<file path="src/shared/emcr_map.svh">
// Register indices, field positions and reset values of the memory config bank
`ifndef EMCR_MAP_SVH
`define EMCR_MAP_SVH

// Register indices; byte address on the bus is index times four
`define EMCR_IDX_PAR_DATA  10'h230
`define EMCR_IDX_PAR_HI    10'h232
`define EMCR_IDX_PAR_LO    10'h234
`define EMCR_IDX_GEOM      10'h240
`define EMCR_IDX_RXBASE    10'h242
`define EMCR_IDX_SDCTL     10'h250
`define EMCR_IDX_REFIVL    10'h252
`define EMCR_IDX_IDLE_ADDR 10'h256
`define EMCR_IDX_MAN_ADDR  10'h258
`define EMCR_IDX_PIN_CMD   10'h25A

// Writable bits per register; everything else reads as zero
`define EMCR_MSK_PAR_DATA  16'hFF00
`define EMCR_MSK_PAR_HI    16'h007F
`define EMCR_MSK_PAR_LO    16'hFFFF
`define EMCR_MSK_GEOM      16'h01FF
`define EMCR_MSK_RXBASE    16'h00FF
`define EMCR_MSK_SDCTL     16'h00F3
`define EMCR_MSK_REFIVL    16'hFFFF
`define EMCR_MSK_PIN_ADDR  16'h3FFF
`define EMCR_MSK_PIN_CMD   16'h003F

// Reset values
`define EMCR_RST_ZERO      16'h0000
`define EMCR_RST_GEOM      16'h0075
`define EMCR_RST_REFIVL    16'h0400
`define EMCR_RST_PIN_CMD   16'h003F

// Field positions
`define EMCR_GEOM_DEPTH_A  0
`define EMCR_GEOM_DEPTH_B  2
`define EMCR_GEOM_CAP      4
`define EMCR_GEOM_RING     6
`define EMCR_GEOM_BPRES    8
`define EMCR_SD_EN_A       0
`define EMCR_SD_EN_B       1
`define EMCR_SD_MAN_A      2
`define EMCR_SD_MAN_B      3
`define EMCR_SD_SIZE_A     4
`define EMCR_SD_SIZE_B     5
`define EMCR_SD_RATE       6
`define EMCR_CMD_MAN       3
`define EMCR_RXBASE_SHIFT  13

`endif

</file>
<file path="src/shared/emcr_pkg.sv">
// Types shared by the memory config bank and its SDRAM pin drivers
package emcr_pkg;
  typedef logic [15:0] emcr_word_t;
  typedef logic [13:0] emcr_pin_addr_t;
  // Command lines, bit 0 cas, bit 1 ras, bit 2 we
  typedef logic [2:0]  emcr_pin_cmd_t;
  typedef enum logic [2:0] {
    DRV_IDLE = 3'b001,
    DRV_MAN  = 3'b010,
    DRV_RUN  = 3'b100
  } emcr_drv_state_t;
endpackage

</file>
<file path="src/shared/emcr_bank_if.sv">
// Control and pin values passed between the register bank and one SDRAM bank driver
interface emcr_bank_if;
  import emcr_pkg::*;
  logic           enable;
  logic           man_go;
  emcr_pin_addr_t idle_addr;
  emcr_pin_cmd_t  idle_cmd;
  emcr_pin_addr_t man_addr;
  emcr_pin_cmd_t  man_cmd;
  emcr_pin_addr_t acc_addr;
  emcr_pin_cmd_t  acc_cmd;
  emcr_pin_addr_t pin_addr;
  emcr_pin_cmd_t  pin_cmd;
  modport ctrl (output enable, man_go, idle_addr, idle_cmd, man_addr, man_cmd,
                acc_addr, acc_cmd, input pin_addr, pin_cmd);
  modport drv  (input enable, man_go, idle_addr, idle_cmd, man_addr, man_cmd,
                acc_addr, acc_cmd, output pin_addr, pin_cmd);
endinterface

</file>
<file path="src/logic/emcr_bank_drv.sv">
// Pin driver for one SDRAM bank: idle, one-cycle manual, or normal traffic
module emcr_bank_drv
  import emcr_pkg::*;
(
  input wire logic clk,
  input wire logic reset_n,
  emcr_bank_if.drv bk
);

  emcr_drv_state_t state_ff;
  emcr_drv_state_t nxt_state;
  emcr_pin_addr_t  pin_addr_ff;
  emcr_pin_cmd_t   pin_cmd_ff;

  always_comb begin
    nxt_state = state_ff;
    case (state_ff)
      DRV_IDLE: begin
        if (bk.enable) nxt_state = DRV_RUN;
        else if (bk.man_go) nxt_state = DRV_MAN;
      end
      DRV_MAN: begin
        nxt_state = bk.enable ? DRV_RUN : DRV_IDLE;
      end
      DRV_RUN: begin
        if (!bk.enable) nxt_state = bk.man_go ? DRV_MAN : DRV_IDLE;
      end
      default: nxt_state = DRV_IDLE;
    endcase
  end

  always_ff @(posedge clk or negedge reset_n) begin
    if (!reset_n) state_ff <= DRV_IDLE;
    else state_ff <= nxt_state;
  end

  // pins follow the state being entered
  always_ff @(posedge clk or negedge reset_n) begin
    if (!reset_n) begin
      pin_addr_ff <= '0;
      pin_cmd_ff  <= 3'h7;
    end else begin
      case (nxt_state)
        DRV_MAN: begin
          pin_addr_ff <= bk.man_addr;
          pin_cmd_ff  <= bk.man_cmd;
        end
        DRV_RUN: begin
          pin_addr_ff <= bk.acc_addr;
          pin_cmd_ff  <= bk.acc_cmd;
        end
        default: begin
          pin_addr_ff <= bk.idle_addr;
          pin_cmd_ff  <= bk.idle_cmd;
        end
      endcase
    end
  end

  assign bk.pin_addr = pin_addr_ff;
  assign bk.pin_cmd  = pin_cmd_ff;

  // Checks the pins, not the state, so a stuck manual value is caught
  a_manual_one_cycle: assert property (
    @(posedge clk) disable iff (!reset_n)
    (state_ff == DRV_MAN && !bk.enable) |=>
      (pin_addr_ff == $past(bk.idle_addr)) && (pin_cmd_ff == $past(bk.idle_cmd)))
    else $error("manual values held longer than one cycle");

  a_manual_values: assert property (
    @(posedge clk) disable iff (!reset_n)
    (bk.man_go && !bk.enable) |=>
      (pin_addr_ff == $past(bk.man_addr)) && (pin_cmd_ff == $past(bk.man_cmd)))
    else $error("manual pin values not driven after manual access");

  a_idle_values: assert property (
    @(posedge clk) disable iff (!reset_n)
    (!bk.enable && !bk.man_go) |=>
      (pin_addr_ff == $past(bk.idle_addr)) && (pin_cmd_ff == $past(bk.idle_cmd)))
    else $error("idle pin values not held while bank disabled");

  a_run_traffic: assert property (
    @(posedge clk) disable iff (!reset_n)
    bk.enable |=> pin_addr_ff == $past(bk.acc_addr))
    else $error("enabled bank does not carry access traffic");

endmodule

</file>
<file path="src/logic/emcr_regs.sv">
// External memory configuration register bank with Wishbone slave
// Notes on behaviour
// - Address bit joins parity when its bit in the 23-bit select mask is one.
// - Two-bit chip depth per bank selects 128, 256, 512 or 1024 Kb per chip.
// - Capacity field selects 128, 256, 512 or 1023 channels.
// - Ring size field gives 256, 512 or 1024 byte receive rings; 00 reserved.
// - Bit 8 of geometry register says whether bank B is fitted.
// - Receive base is field times 8 KB in bank A, ignored when bank B fitted.
// - Disabled SDRAM bank pins carry the programmed idle values.
// - Writing manual bit on disabled bank drives the manual values; bit self-clears.
// - Size bit per SDRAM bank: zero 8 MB, one 16 MB.
// - Refresh rate field: one refresh per 16, 8 or 4 cycles; 00 typical.
// - Refreshes are spaced by the 16-bit interval count, reset 0400h.
// - Disabled bank address lines hold the 14-bit idle address.
// - Manual values last exactly one cycle, then idle values return, or traffic if that same write set the bank's enable bit.
`include "emcr_map.svh"

module emcr_regs
  import emcr_pkg::*;
#(
  parameter int ADDR_W = 23,
  parameter int DATA_W = 8
) (
  input  wire logic        CLK,
  input  wire logic        RESET_N,
  input  wire logic        WB_CYC_I,
  input  wire logic        WB_STB_I,
  input  wire logic        WB_WE_I,
  input  wire logic [11:0] WB_ADR_I,
  input  wire logic [3:0]  WB_SEL_I,
  input  wire logic [31:0] WB_DAT_I,
  output      logic [31:0] WB_DAT_O,
  output      logic        WB_ACK_O,
  input  wire logic [22:0] MEM_ADDR,
  input  wire logic [7:0]  MEM_DATA,
  output      logic        MEM_PARITY,
  output      logic [10:0] BANK_A_CHIP_KB,
  output      logic [10:0] BANK_B_CHIP_KB,
  output      logic [9:0]  CHANNEL_COUNT,
  output      logic [10:0] RX_RING_BYTES,
  output      logic        BANK_B_PRESENT,
  output      logic [20:0] RX_BASE_ADDR,
  output      logic        SDA_IS_16MB,
  output      logic        SDB_IS_16MB,
  output      logic [4:0]  REFRESH_SPACING,
  output      logic        REFRESH_REQ,
  input  wire logic [13:0] ACC_ADDR,
  input  wire logic [2:0]  ACC_CMD,
  output      logic [13:0] SDA_ADDR,
  output      logic [2:0]  SDA_CMD,
  output      logic [13:0] SDB_ADDR,
  output      logic [2:0]  SDB_CMD
);

  // Mask widths are fixed by the register layout
  if (ADDR_W != 23 || DATA_W != 8) begin : g_width_check
    $error("emcr_regs supports only ADDR_W 23 and DATA_W 8");
  end

  function automatic emcr_word_t wmerge(emcr_word_t old, emcr_word_t d,
                                        logic [1:0] sel, emcr_word_t msk);
    emcr_word_t be;
    be = {{8{sel[1]}}, {8{sel[0]}}} & msk;
    return (old & ~be) | (d & be);
  endfunction

  function automatic logic [10:0] chip_kb(logic [1:0] d);
    return 11'(11'h080 << d);
  endfunction

  function automatic logic [9:0] chan_cnt(logic [1:0] c);
    logic [9:0] n;
    case (c)
      2'h0:    n = 10'h080;
      2'h1:    n = 10'h100;
      2'h2:    n = 10'h200;
      default: n = 10'h3FF;
    endcase
    return n;
  endfunction

  // Reserved ring code reports zero so a consumer can spot the misprogramming
  function automatic logic [10:0] ring_bytes(logic [1:0] r);
    return (r == 2'h0) ? 11'h000 : 11'(11'h080 << r);
  endfunction

  function automatic logic [4:0] rf_spacing(logic [1:0] r);
    logic [4:0] s;
    case (r)
      2'h1:    s = 5'h08;
      2'h2:    s = 5'h04;
      default: s = 5'h10;
    endcase
    return s;
  endfunction

  localparam emcr_word_t RST_GEOM = `EMCR_RST_GEOM;

  emcr_word_t  par_data_ff;
  emcr_word_t  par_hi_ff;
  emcr_word_t  par_lo_ff;
  emcr_word_t  geom_ff;
  emcr_word_t  rxbase_ff;
  emcr_word_t  sdctl_ff;
  emcr_word_t  refivl_ff;
  emcr_word_t  idle_addr_ff;
  emcr_word_t  man_addr_ff;
  emcr_word_t  pin_cmd_ff;
  emcr_word_t  rd_word;
  logic        ack_ff;
  logic [31:0] rd_data_ff;
  logic        bus_req;
  logic        wr_go;
  logic [9:0]  widx;
  emcr_word_t  wdat;
  logic [1:0]  wsel;
  logic        man_a_go;
  logic        man_b_go;
  logic        parity_ff;
  logic [15:0] ref_cnt_ff;
  logic        ref_req_ff;
  logic        ref_run;
  logic        ivl_wr;

  assign bus_req = WB_CYC_I & WB_STB_I;
  assign widx    = WB_ADR_I[11:2];
  assign wdat    = WB_DAT_I[15:0];
  assign wsel    = WB_SEL_I[1:0];
  // Writes land on the edge where the master samples the acknowledge
  assign wr_go   = bus_req & WB_WE_I & ack_ff;

  always_ff @(posedge CLK or negedge RESET_N) begin
    if (!RESET_N) ack_ff <= 1'b0;
    else ack_ff <= bus_req & ~ack_ff;
  end

  always_comb begin
    rd_word = 16'h0000;
    if (widx == `EMCR_IDX_PAR_DATA) rd_word = par_data_ff;
    else if (widx == `EMCR_IDX_PAR_HI) rd_word = par_hi_ff;
    else if (widx == `EMCR_IDX_PAR_LO) rd_word = par_lo_ff;
    else if (widx == `EMCR_IDX_GEOM) rd_word = geom_ff;
    else if (widx == `EMCR_IDX_RXBASE) rd_word = rxbase_ff;
    else if (widx == `EMCR_IDX_SDCTL) rd_word = sdctl_ff;
    else if (widx == `EMCR_IDX_REFIVL) rd_word = refivl_ff;
    else if (widx == `EMCR_IDX_IDLE_ADDR) rd_word = idle_addr_ff;
    else if (widx == `EMCR_IDX_MAN_ADDR) rd_word = man_addr_ff;
    else if (widx == `EMCR_IDX_PIN_CMD) rd_word = pin_cmd_ff;
  end

  always_ff @(posedge CLK or negedge RESET_N) begin
    if (!RESET_N) rd_data_ff <= 32'h0000_0000;
    else if (bus_req & ~ack_ff & ~WB_WE_I) rd_data_ff <= {16'h0000, rd_word};
  end

  // Reserved bits are never stored, so a careless write cannot steer the block
  always_ff @(posedge CLK or negedge RESET_N) begin
    if (!RESET_N) begin
      par_data_ff  <= `EMCR_RST_ZERO;
      par_hi_ff    <= `EMCR_RST_ZERO;
      par_lo_ff    <= `EMCR_RST_ZERO;
      geom_ff      <= `EMCR_RST_GEOM;
      rxbase_ff    <= `EMCR_RST_ZERO;
      sdctl_ff     <= `EMCR_RST_ZERO;
      refivl_ff    <= `EMCR_RST_REFIVL;
      idle_addr_ff <= `EMCR_RST_ZERO;
      man_addr_ff  <= `EMCR_RST_ZERO;
      pin_cmd_ff   <= `EMCR_RST_PIN_CMD;
    end else if (wr_go) begin
      if (widx == `EMCR_IDX_PAR_DATA)
        par_data_ff <= wmerge(par_data_ff, wdat, wsel, `EMCR_MSK_PAR_DATA);
      else if (widx == `EMCR_IDX_PAR_HI)
        par_hi_ff <= wmerge(par_hi_ff, wdat, wsel, `EMCR_MSK_PAR_HI);
      else if (widx == `EMCR_IDX_PAR_LO)
        par_lo_ff <= wmerge(par_lo_ff, wdat, wsel, `EMCR_MSK_PAR_LO);
      else if (widx == `EMCR_IDX_GEOM)
        geom_ff <= wmerge(geom_ff, wdat, wsel, `EMCR_MSK_GEOM);
      else if (widx == `EMCR_IDX_RXBASE)
        rxbase_ff <= wmerge(rxbase_ff, wdat, wsel, `EMCR_MSK_RXBASE);
      else if (widx == `EMCR_IDX_SDCTL)
        sdctl_ff <= wmerge(sdctl_ff, wdat, wsel, `EMCR_MSK_SDCTL);
      else if (widx == `EMCR_IDX_REFIVL)
        refivl_ff <= wmerge(refivl_ff, wdat, wsel, `EMCR_MSK_REFIVL);
      else if (widx == `EMCR_IDX_IDLE_ADDR)
        idle_addr_ff <= wmerge(idle_addr_ff, wdat, wsel, `EMCR_MSK_PIN_ADDR);
      else if (widx == `EMCR_IDX_MAN_ADDR)
        man_addr_ff <= wmerge(man_addr_ff, wdat, wsel, `EMCR_MSK_PIN_ADDR);
      else if (widx == `EMCR_IDX_PIN_CMD)
        pin_cmd_ff <= wmerge(pin_cmd_ff, wdat, wsel, `EMCR_MSK_PIN_CMD);
    end
  end

  assign man_a_go = wr_go & (widx == `EMCR_IDX_SDCTL) & wsel[0] & wdat[`EMCR_SD_MAN_A];
  assign man_b_go = wr_go & (widx == `EMCR_IDX_SDCTL) & wsel[0] & wdat[`EMCR_SD_MAN_B];

  always_ff @(posedge CLK or negedge RESET_N) begin
    if (!RESET_N) parity_ff <= 1'b0;
    else parity_ff <= ^({MEM_ADDR & {par_hi_ff[6:0], par_lo_ff},
                         MEM_DATA & par_data_ff[15:8]});
  end

  always_ff @(posedge CLK or negedge RESET_N) begin
    if (!RESET_N) begin
      BANK_A_CHIP_KB <= chip_kb(RST_GEOM[1:0]);
      BANK_B_CHIP_KB <= chip_kb(RST_GEOM[3:2]);
      CHANNEL_COUNT  <= chan_cnt(RST_GEOM[5:4]);
      RX_RING_BYTES  <= ring_bytes(RST_GEOM[7:6]);
      BANK_B_PRESENT <= RST_GEOM[8];
    end else begin
      BANK_A_CHIP_KB <= chip_kb(geom_ff[`EMCR_GEOM_DEPTH_A +: 2]);
      BANK_B_CHIP_KB <= chip_kb(geom_ff[`EMCR_GEOM_DEPTH_B +: 2]);
      CHANNEL_COUNT  <= chan_cnt(geom_ff[`EMCR_GEOM_CAP +: 2]);
      RX_RING_BYTES  <= ring_bytes(geom_ff[`EMCR_GEOM_RING +: 2]);
      BANK_B_PRESENT <= geom_ff[`EMCR_GEOM_BPRES];
    end
  end

  // receive base in bank A only
  always_ff @(posedge CLK or negedge RESET_N) begin
    if (!RESET_N) RX_BASE_ADDR <= 21'h000000;
    else if (geom_ff[`EMCR_GEOM_BPRES]) RX_BASE_ADDR <= 21'h000000;
    else RX_BASE_ADDR <= {rxbase_ff[7:0], `EMCR_RXBASE_SHIFT'h0};
  end

  always_ff @(posedge CLK or negedge RESET_N) begin
    if (!RESET_N) begin
      SDA_IS_16MB     <= 1'b0;
      SDB_IS_16MB     <= 1'b0;
      REFRESH_SPACING <= 5'h10;
    end else begin
      SDA_IS_16MB     <= sdctl_ff[`EMCR_SD_SIZE_A];
      SDB_IS_16MB     <= sdctl_ff[`EMCR_SD_SIZE_B];
      REFRESH_SPACING <= rf_spacing(sdctl_ff[`EMCR_SD_RATE +: 2]);
    end
  end

  // Refresh ticks only while some bank is live; a new interval restarts the count
  assign ref_run = sdctl_ff[`EMCR_SD_EN_A] | sdctl_ff[`EMCR_SD_EN_B];
  assign ivl_wr  = wr_go & (widx == `EMCR_IDX_REFIVL);

  always_ff @(posedge CLK or negedge RESET_N) begin
    if (!RESET_N) begin
      ref_cnt_ff <= 16'h0000;
      ref_req_ff <= 1'b0;
    end else if (!ref_run || ivl_wr) begin
      ref_cnt_ff <= 16'h0000;
      ref_req_ff <= 1'b0;
    end else if (refivl_ff <= 16'h0001 || ref_cnt_ff >= refivl_ff - 16'h0001) begin
      ref_cnt_ff <= 16'h0000;
      ref_req_ff <= 1'b1;
    end else begin
      ref_cnt_ff <= ref_cnt_ff + 16'h0001;
      ref_req_ff <= 1'b0;
    end
  end

  emcr_bank_if bank_a ();
  emcr_bank_if bank_b ();

  // idle and manual values to both banks
  assign bank_a.enable    = sdctl_ff[`EMCR_SD_EN_A];
  assign bank_a.man_go    = man_a_go;
  assign bank_a.idle_addr = idle_addr_ff[13:0];
  assign bank_a.idle_cmd  = pin_cmd_ff[2:0];
  assign bank_a.man_addr  = man_addr_ff[13:0];
  assign bank_a.man_cmd   = pin_cmd_ff[`EMCR_CMD_MAN +: 3];
  assign bank_a.acc_addr  = ACC_ADDR;
  assign bank_a.acc_cmd   = ACC_CMD;
  assign bank_b.enable    = sdctl_ff[`EMCR_SD_EN_B];
  assign bank_b.man_go    = man_b_go;
  assign bank_b.idle_addr = idle_addr_ff[13:0];
  assign bank_b.idle_cmd  = pin_cmd_ff[2:0];
  assign bank_b.man_addr  = man_addr_ff[13:0];
  assign bank_b.man_cmd   = pin_cmd_ff[`EMCR_CMD_MAN +: 3];
  assign bank_b.acc_addr  = ACC_ADDR;
  assign bank_b.acc_cmd   = ACC_CMD;

  emcr_bank_drv u_drv_a (
    .clk     (CLK),
    .reset_n (RESET_N),
    .bk      (bank_a)
  );

  emcr_bank_drv u_drv_b (
    .clk     (CLK),
    .reset_n (RESET_N),
    .bk      (bank_b)
  );

  assign WB_ACK_O    = ack_ff;
  assign WB_DAT_O    = rd_data_ff;
  assign MEM_PARITY  = parity_ff;
  assign REFRESH_REQ = ref_req_ff;
  assign SDA_ADDR    = bank_a.pin_addr;
  assign SDA_CMD     = bank_a.pin_cmd;
  assign SDB_ADDR    = bank_b.pin_addr;
  assign SDB_CMD     = bank_b.pin_cmd;

  // Checking helpers: cycles since last refresh request
  logic [15:0] gap_ff;
  logic        armed_ff;
  always_ff @(posedge CLK or negedge RESET_N) begin
    if (!RESET_N) begin
      gap_ff   <= 16'h0000;
      armed_ff <= 1'b0;
    end else if (!ref_run || ivl_wr) begin
      gap_ff   <= 16'h0000;
      armed_ff <= 1'b0;
    end else if (ref_req_ff) begin
      gap_ff   <= 16'h0000;
      armed_ff <= 1'b1;
    end else begin
      gap_ff   <= gap_ff + 16'h0001;
    end
  end

  a_ack_single: assert property (
    @(posedge CLK) disable iff (!RESET_N)
    WB_ACK_O |=> !WB_ACK_O)
    else $error("acknowledge lasted more than one cycle");

  a_refresh_gap: assert property (
    @(posedge CLK) disable iff (!RESET_N)
    (REFRESH_REQ && armed_ff && refivl_ff > 16'h0001) |->
      gap_ff == refivl_ff - 16'h0001)
    else $error("refresh spacing differs from interval count");

  a_base_ignored: assert property (
    @(posedge CLK) disable iff (!RESET_N)
    BANK_B_PRESENT |-> RX_BASE_ADDR == 21'h000000)
    else $error("receive base used while bank B present");

  a_base_scale: assert property (
    @(posedge CLK) disable iff (!RESET_N)
    !$past(geom_ff[8]) |-> RX_BASE_ADDR == {$past(rxbase_ff[7:0]), 13'h0000})
    else $error("receive base not scaled by 8 KB");

  a_depth_max: assert property (
    @(posedge CLK) disable iff (!RESET_N)
    $past(geom_ff[1:0]) == 2'h3 |-> BANK_A_CHIP_KB == 11'h400)
    else $error("depth 11 does not give 1 Mb per chip");

  a_chan_max: assert property (
    @(posedge CLK) disable iff (!RESET_N)
    $past(geom_ff[5:4]) == 2'h3 |-> CHANNEL_COUNT == 10'h3FF)
    else $error("capacity 11 does not give 1023 channels");

  a_ring_size: assert property (
    @(posedge CLK) disable iff (!RESET_N)
    $past(geom_ff[7:6]) == 2'h3 |-> RX_RING_BYTES == 11'h400)
    else $error("ring code 11 does not give 1024 bytes");

  a_spacing_typ: assert property (
    @(posedge CLK) disable iff (!RESET_N)
    $past(sdctl_ff[7:6]) == 2'h0 |-> REFRESH_SPACING == 5'h10)
    else $error("rate 00 does not give one refresh per 16 cycles");

  a_parity_bit0: assert property (
    @(posedge CLK) disable iff (!RESET_N)
    ($past(par_lo_ff) == 16'h0001 && $past(par_hi_ff) == 16'h0000 &&
     $past(par_data_ff) == 16'h0000) |-> MEM_PARITY == $past(MEM_ADDR[0]))
    else $error("parity does not follow the one selected address bit");

endmodule

</file>
<file path="config.mk">
export PLATFORM = sky130hd
export DESIGN_NAME = emcr_regs
export DESIGN_NICKNAME = d
export VERILOG_FILES = /design/src/shared/emcr_pkg.sv /design/src/shared/emcr_bank_if.sv /design/src/logic/emcr_bank_drv.sv /design/src/logic/emcr_regs.sv
export VERILOG_INCLUDE_DIRS = /design/src /design/src/shared
export SDC_FILE = /design/constraint.sdc
export NUM_CORES = 1
export LEC_CHECK = 0
export ABC_AREA = 1
export BUFFER_PORTS_ARGS = -buffer_cell sky130_fd_sc_hd__buf_2
export CAP_MARGIN = 10
export CORE_MARGIN = 5
export CORE_UTILIZATION = 59
export CTS_CLUSTER_DIAMETER = 50
export CTS_CLUSTER_SIZE = 16
export DETAILED_ROUTE_END_ITERATION = 10
export PLACE_DENSITY = 0.85
export SLEW_MARGIN = 20
export SYNTH_ARGS = -nofsm -noshare
export SYNTH_HDL_FRONTEND = slang
export SYNTH_SLANG_ARGS = --single-unit
</file>
<file path="constraint.sdc">
create_clock -name CLK -period 5.9 [get_ports CLK]
set_input_delay 1.18 -clock CLK [delete_from_list [all_inputs] [get_ports CLK]]
set_output_delay 1.18 -clock CLK [all_outputs]
set_load 0.005 [all_outputs]
</file>
# Word-level counts from Yosys, hierarchy flattened

Cells that the tools add are included.
Widths: inputs -> output; s select.

Reduce and logical (&&, ||, !) cells: 16
Bitwise operators: 60
Muxes and demuxes: 34
$lt $le $gt $ge: 2
Equality and inequality tests: 24
Add/sub/neg operators: 2
Shift-type cells: 3

Operators by type and width:

| cell                  | number |
|---|---|
| $and 16x16->16        | 12 |
| $mux 16               | 12 |
| $or 16x16->16         | 10 |
| $eq 10x10->1 const B  | 10 |
| $pmux 14 s2           | 2 |
| $shl 8x2->11 const A  | 3 |
| $and 16x8->16         | 2 |
| $not 16->16           | 2 |
| $not 8->16            | 2 |
| $reduce_xor 31->1     | 1 |
| $pmux 10 s3           | 1 |
| $mux 3                | 8 |
| $and 23x23->23        | 1 |
| $mux 21               | 1 |
| $pmux 3 s3            | 2 |
| $add 16x1->16 const B | 1 |
| $and 16x14->16        | 1 |
| $and 16x6->16         | 1 |
| $and 16x7->16         | 1 |
| $and 16x9->16         | 1 |
| $ge 16x16->1          | 1 |
| $le 16x1->1 const B   | 1 |
| $not 14->16           | 1 |
| $not 6->16            | 1 |
| 30 further kinds      | 63 |

Output and inout port bits: 141
Bits of input ports: 101
Word-level logic and storage cells: 171
Bits in registers: 307

# Logic depth before layout (Yosys ltp)

Word-level depth: 11
Mapped depth: 20
Depth with buffers taken out: 19

# Modules after synthesis

From an unflattened synthesis, not the netlist that was laid out.

Cells, all modules: 1431
Area, all modules: 11588.6 µm²

Modules (own cells, without submodules):

| module        | area each (µm²) | cells each | instances |
|---|---|---|---|
| emcr_regs     | 9301.4          | 1125       | 1 |
| emcr_bank_drv | 1143.6          | 153        | 2 |

# Worst setup path after synthesis

Ideal clock, no wire load.

Path type: flip-flop to flip-flop
Start: register refivl_ff[0]
End: register ref_cnt_ff[10]
Data required time: 5767 ps
Setup time: 133 ps
Setup slack: 2849 ps
Path buffers: 1
Data arrival time: 2919 ps
Cell stages (with the launch flop): 20
Path through: dfrtp_1 inv_1 ha_1 nand2_1 nor3_1 nand3_1 inv_1 nand3b_1 nor3_1 xor2_1 inv_1 ha_1 nand2_1 inv_1 nand3_1 nor3_1 nand3_1 nand4_1 clkbuf_1 nor3_1

Word-level cells in the longest chain between the ends: 5
Elaborated cells on any way between the ends: 6
Classes of those cells: add/sub (1); order compare (2); mux (2); reduce/logical (1)

Ends and longest elaborated chain:

| element                | line             | text |
|---|---|---|
| start, declared        | emcr_regs.sv:105 | `emcr_word_t refivl_ff;` |
| start signal, assigned | emcr_regs.sv:165 | `` refivl_ff <= `EMCR_RST_REFIVL; `` |
| start signal, assigned | emcr_regs.sv:183 | `` refivl_ff <= wmerge(refivl_ff, wdat, wsel, `EMCR_MSK_REFIVL); `` |
| $sub 16x1->16          | emcr_regs.sv:248 | `end else if (refivl_ff <= 16'h0001 \|\| ref_cnt_ff >= refivl_ff - 16'h0001) begin` |
| $ge 16x16->1           | emcr_regs.sv:248 |  |
| $logic_or 1x1->1 *     | emcr_regs.sv:248 |  |
| $mux 16 *              | emcr_regs.sv:248 |  |
| $mux 16 *              | emcr_regs.sv:245 | `end else if (!ref_run \|\| ivl_wr) begin` |
| end signal, assigned   | emcr_regs.sv:252 | `ref_cnt_ff <= ref_cnt_ff + 16'h0001;` |
| end, declared          | emcr_regs.sv:120 | `logic [15:0] ref_cnt_ff;` |

Every way passes the cells marked *; elsewhere a longest branch is shown, timed or not.
A chain may end at the register's enable or synchronous reset.

# Worst setup path in the final report

Start: register refivl_ff[0]
End: register ref_cnt_ff[15]

Same word-level chain as after synthesis.

==> results.json <==
{
  "ir_drop_uv": 304,
  "fin_skew_ns": 0.0164,
  "finalHoldViolations": 0,
  "drcViolationCount": 0,
  "holdPathStages": 0,
  "ys_types": 40,
  "worst_hold_slack_ns": 0.424,
  "clock_path_buffers": 3,
  "post_drt_wl_per_cell_um": 16.9,
  "dpl.hpwl_um": 22200,
  "place.gp.congestion": 0.962,
  "fin_crit_sh_pct": 64.5,
  "crit_chain": "inv_1 -> ha_1 -> nand2_1 -> nor3_1 -> nand3_1 -> inv_1 -> nand3b_1 -> nor3_1 -> xor2_1 -> inv_1 -> ha_1 -> nand2_1 -> inv_1 -> nand3_1 -> inv_1 -> a21oi_1 -> nand4_1 -> nor3_1",
  "nNetsFinal": 1625,
  "holdBufCountCts": 0,
  "hold_start": "sdctl_ff[4]",
  "relSlewSlack_pct": 29.5,
  "rows": 49,
  "ctsResizeCount": 0,
  "yosys_warnings": 0,
  "coreArea_sq_um": 18000,
  "critical_path_required_ns": 6.28,
  "grt-busiest-layer": "met2",
  "grt_usage_pct": 27.1,
  "worstHoldEndpoint": "SDA_IS_16MB",
  "use_met3_pct": 5.73,
  "routed_wl_um": 29500,
  "dr.pass1.iters": 6,
  "crit_type": "flip-flop to flip-flop",
  "ff2ff_path_depth": 18,
  "grt.met2_usage_pct": 43.3,
  "reg2reg_setup_slack_ns": 2.10,
  "drive_gt1_share_pct": 17.0,
  "post_cts_buffers": 0,
  "avgSynthCellArea_sq_um": 8.09,
  "cts-buffers-inserted": 23,
  "initialDrtViolationCount": 704,
  "synth_top_area_share_pct": 41.5,
  "endpoint_kind": "flip-flop",
  "cts_tree": "done",
  "synth.area.top_cells": "dfrtp_1, nand2_1, dfstp_2",
  "cpMostUsedCell": "inv_1",
  "grt_max_degree": 98,
  "cts_max_level": 1,
  "antenna_found_initial": 1,
  "start_util_pct": 60.3,
  "powerDensity_nw_per_um2": 245,
  "worstPathArrival_ns": 4.18,
  "rsz0062_at_grt": "false",
  "overflow": 0,
  "vias_per_cell": 5.43,
  "r2r_start": "refivl_ff[0]",
  "critPathMaxFanout": 17,
  "slowest_stage": "nand4_1",
  "max_cap_violations": 0,
  "p_leak_nw": 6.55,
  "num_vias": 9483,
  "die_y_um": 146,
  "synth_area_sq_um": 10900,
  "area_growth_pct": 14.3,
  "slowest_delay_ns": 0.60,
  "dieArea_sq_um": 21200,
  "drv_slew": 0,
  "grt_pass1_vias": 9233,
  "cts.clk_slew.worst_paths_ns": 0.07,
  "post-synth-top-area-cell": "dfrtp_1",
  "fmax_ghz": 0.263,
  "tightest_slew_ns": 1.05,
  "r2r-end": "ref_cnt_ff[15]",
  "antenna_cells": 0,
  "drtAntennaViolNets": 0,
  "root_buffer": "clkbuf_16",
  "numPortBuffers": 168,
  "clock-sinks": 208,
  "grt_pass1_wl_um": 47300,
  "finalSetupViolCount": 0,
  "fp.dieW_um": 146,
  "clk_latency_ns": 0.51,
  "ys_seq_area_share_pct": 48.2,
  "synth_seq_cells": 208,
  "io_pins": 242,
  "synth_cells": 1342,
  "tns_ns": 0,
  "start_kind": "flip-flop",
  "met1_usage_pct": 37.9,
  "outcome": "finished clean",
  "hold_class": "flip-flop to flip-flop",
  "finalCriticalPeriod_ns": 3.80
}
## metrics by stage
stage          power [mW]  utilization [%]  instances  setup WS (ns)  instance area [sq um]
6_report             3.05             68.9       1745           2.10                  12400
5_1_grt              3.14             68.9       1745           1.62                  12400
4_1_cts              3.06             68.9       1745           2.10                  12400
3_5_place_dp         1.60             64.5       1704           2.12                  11600
3_3_place_gp         1.60             64.5       1704           2.32                  11600
2_1_floorplan        1.53                -       1394           2.85                  11100
## how the worst max path moves through the flow
stage               slack (ns)         start  cells after the start        endpoint
floorplan                 2.85  refivl_ff[0]                     19  ref_cnt_ff[10]
global placement          2.32  refivl_ff[0]                     18  ref_cnt_ff[15]
detailed placement        2.12  refivl_ff[0]                     18  ref_cnt_ff[15]
CTS                       2.10  refivl_ff[0]                     18  ref_cnt_ff[15]
global route              1.62  refivl_ff[0]                     18  ref_cnt_ff[15]
finish                    2.10  refivl_ff[0]                     18  ref_cnt_ff[15]
## critical path, delay by kind of cell, from the launching register on
kind | cells | cell delay [ns]
fa+ha+maj | 2 | 0.48
xor+xnor | 1 | 0.17
compound gates | 1 | 0.15
simple gates | 9 | 2.04
buf+inv | 5 | 0.43
flops | 1 | 0.40
## sequential cells by signal, indices dropped and copies added, names as in the netlist, 4 cells and up
| register | flops |
|---|---|
| BANK_A_CHIP_KB | 4 |
| BANK_B_CHIP_KB | 4 |
| CHANNEL_COUNT | 4 |
| RX_BASE_ADDR | 8 |
| WB_DAT_O | 16 |
| geom_ff | 9 |
| idle_addr_ff | 14 |
| man_addr_ff | 14 |
| par_data_ff | 8 |
| par_hi_ff | 7 |
| par_lo_ff | 16 |
| pin_cmd_ff | 6 |
| ref_cnt_ff | 16 |
| refivl_ff | 16 |
| rxbase_ff | 8 |
| sdctl_ff | 6 |
| u_drv_a.bk.pin_addr | 14 |
| u_drv_b.bk.pin_addr | 14 |
## power by group
group | total [mW] | switching [mW] | leakage [nW] | internal (mW)
Clock | 1.47 | 0.623 | 0.381 | 0.847
Combinational | 0.141 | 0.104 | 3.41 | 0.0375
Sequential | 1.43 | 0.00260 | 2.75 | 1.43
Total | 3.05 | 0.730 | 6.55 | 2.32
## layout make-up
| class | count | area, sq um |
|---|---|---|
| clock buffers | 29 | 608 |
| flip-flops and latches | 208 | 5240 |
| multi-input cells | 940 | 4650 |
| repair buffers | 170 | 865 |
| well taps | 229 | 287 |
| inverters | 157 | 589 |
| clock inverters | 12 | 174 |
| fillers | 1455 | 5610 |
## kinds of logic after synthesis
| kind of cell | share of synthesized area, % |
|---|---|
| buf+inv | 10.8 |
| compound gates | 8.77 |
| flops | 48.2 |
| simple gates | 24.9 |
| other cells | 0.0345 |
| fa+ha+maj | 2.76 |
| xor+xnor | 4.52 |
## layer usage
metal | vias up | routed length, um
li1 | 4510 | -
met1 | 4459 | 12500
met2 | 462 | 13400
met3 | 50 | 2920
met4 | 2 | 694
met5 | - | 7
## cell usage in the layout, fill, tap and decap left out, types with 2 or more instances in the layout
cell	count
clkinv_1	4
bufinv_16	2
nand4_1	24
clkbuf_1	5
dfrtp_1	180
dfstp_2	28
buf_4	2
o21ai_0	99
o221ai_1	6
a21oi_1	42
nand2_1	394
nand4_2	2
inv_2	3
nand3_2	4
or2_2	3
a22oi_1	2
inv_6	3
nor4_1	9
nor3_1	27
buf_2	167
xor2_1	27
xnor2_1	29
ha_1	24
conb_1	53
nor2_2	5
clkbuf_8	2
nor2_4	2
o211ai_1	11
inv_1	150
clkinv_8	3
nand3_1	80
o21ai_1	2
nor2_1	77
inv_8	3
o22ai_1	9
clkbuf_16	23
## Yosys cell counts
master,instances
a22oi_1,2
nand3b_1,1
nand2_2,1
nor2_1,77
clkinv_1,4
nor3_1,27
o221ai_1,6
nand4_1,24
o22ai_2,1
nor3_2,1
o31a_1,1
o32ai_1,1
clkbuf_1,20
buf_2,7
buf_4,61
nor3b_1,1
or2_2,3
inv_1,150
nand3_1,80
nor3b_2,1
nor2_4,2
inv_2,3
nor4_1,9
dfstp_2,28
dfrtp_1,180
o22ai_1,9
a21oi_1,42
conb_1,1
nor2_2,5
nor3_4,1
o21ai_1,2
buf_6,1
nand2_1,394
o211ai_1,11
nand4_2,2
xor2_1,27
xnor2_1,29
nand3_2,4
ha_1,24
o21ai_0,99
Note: power is estimated with default switching activity, not from simulation.
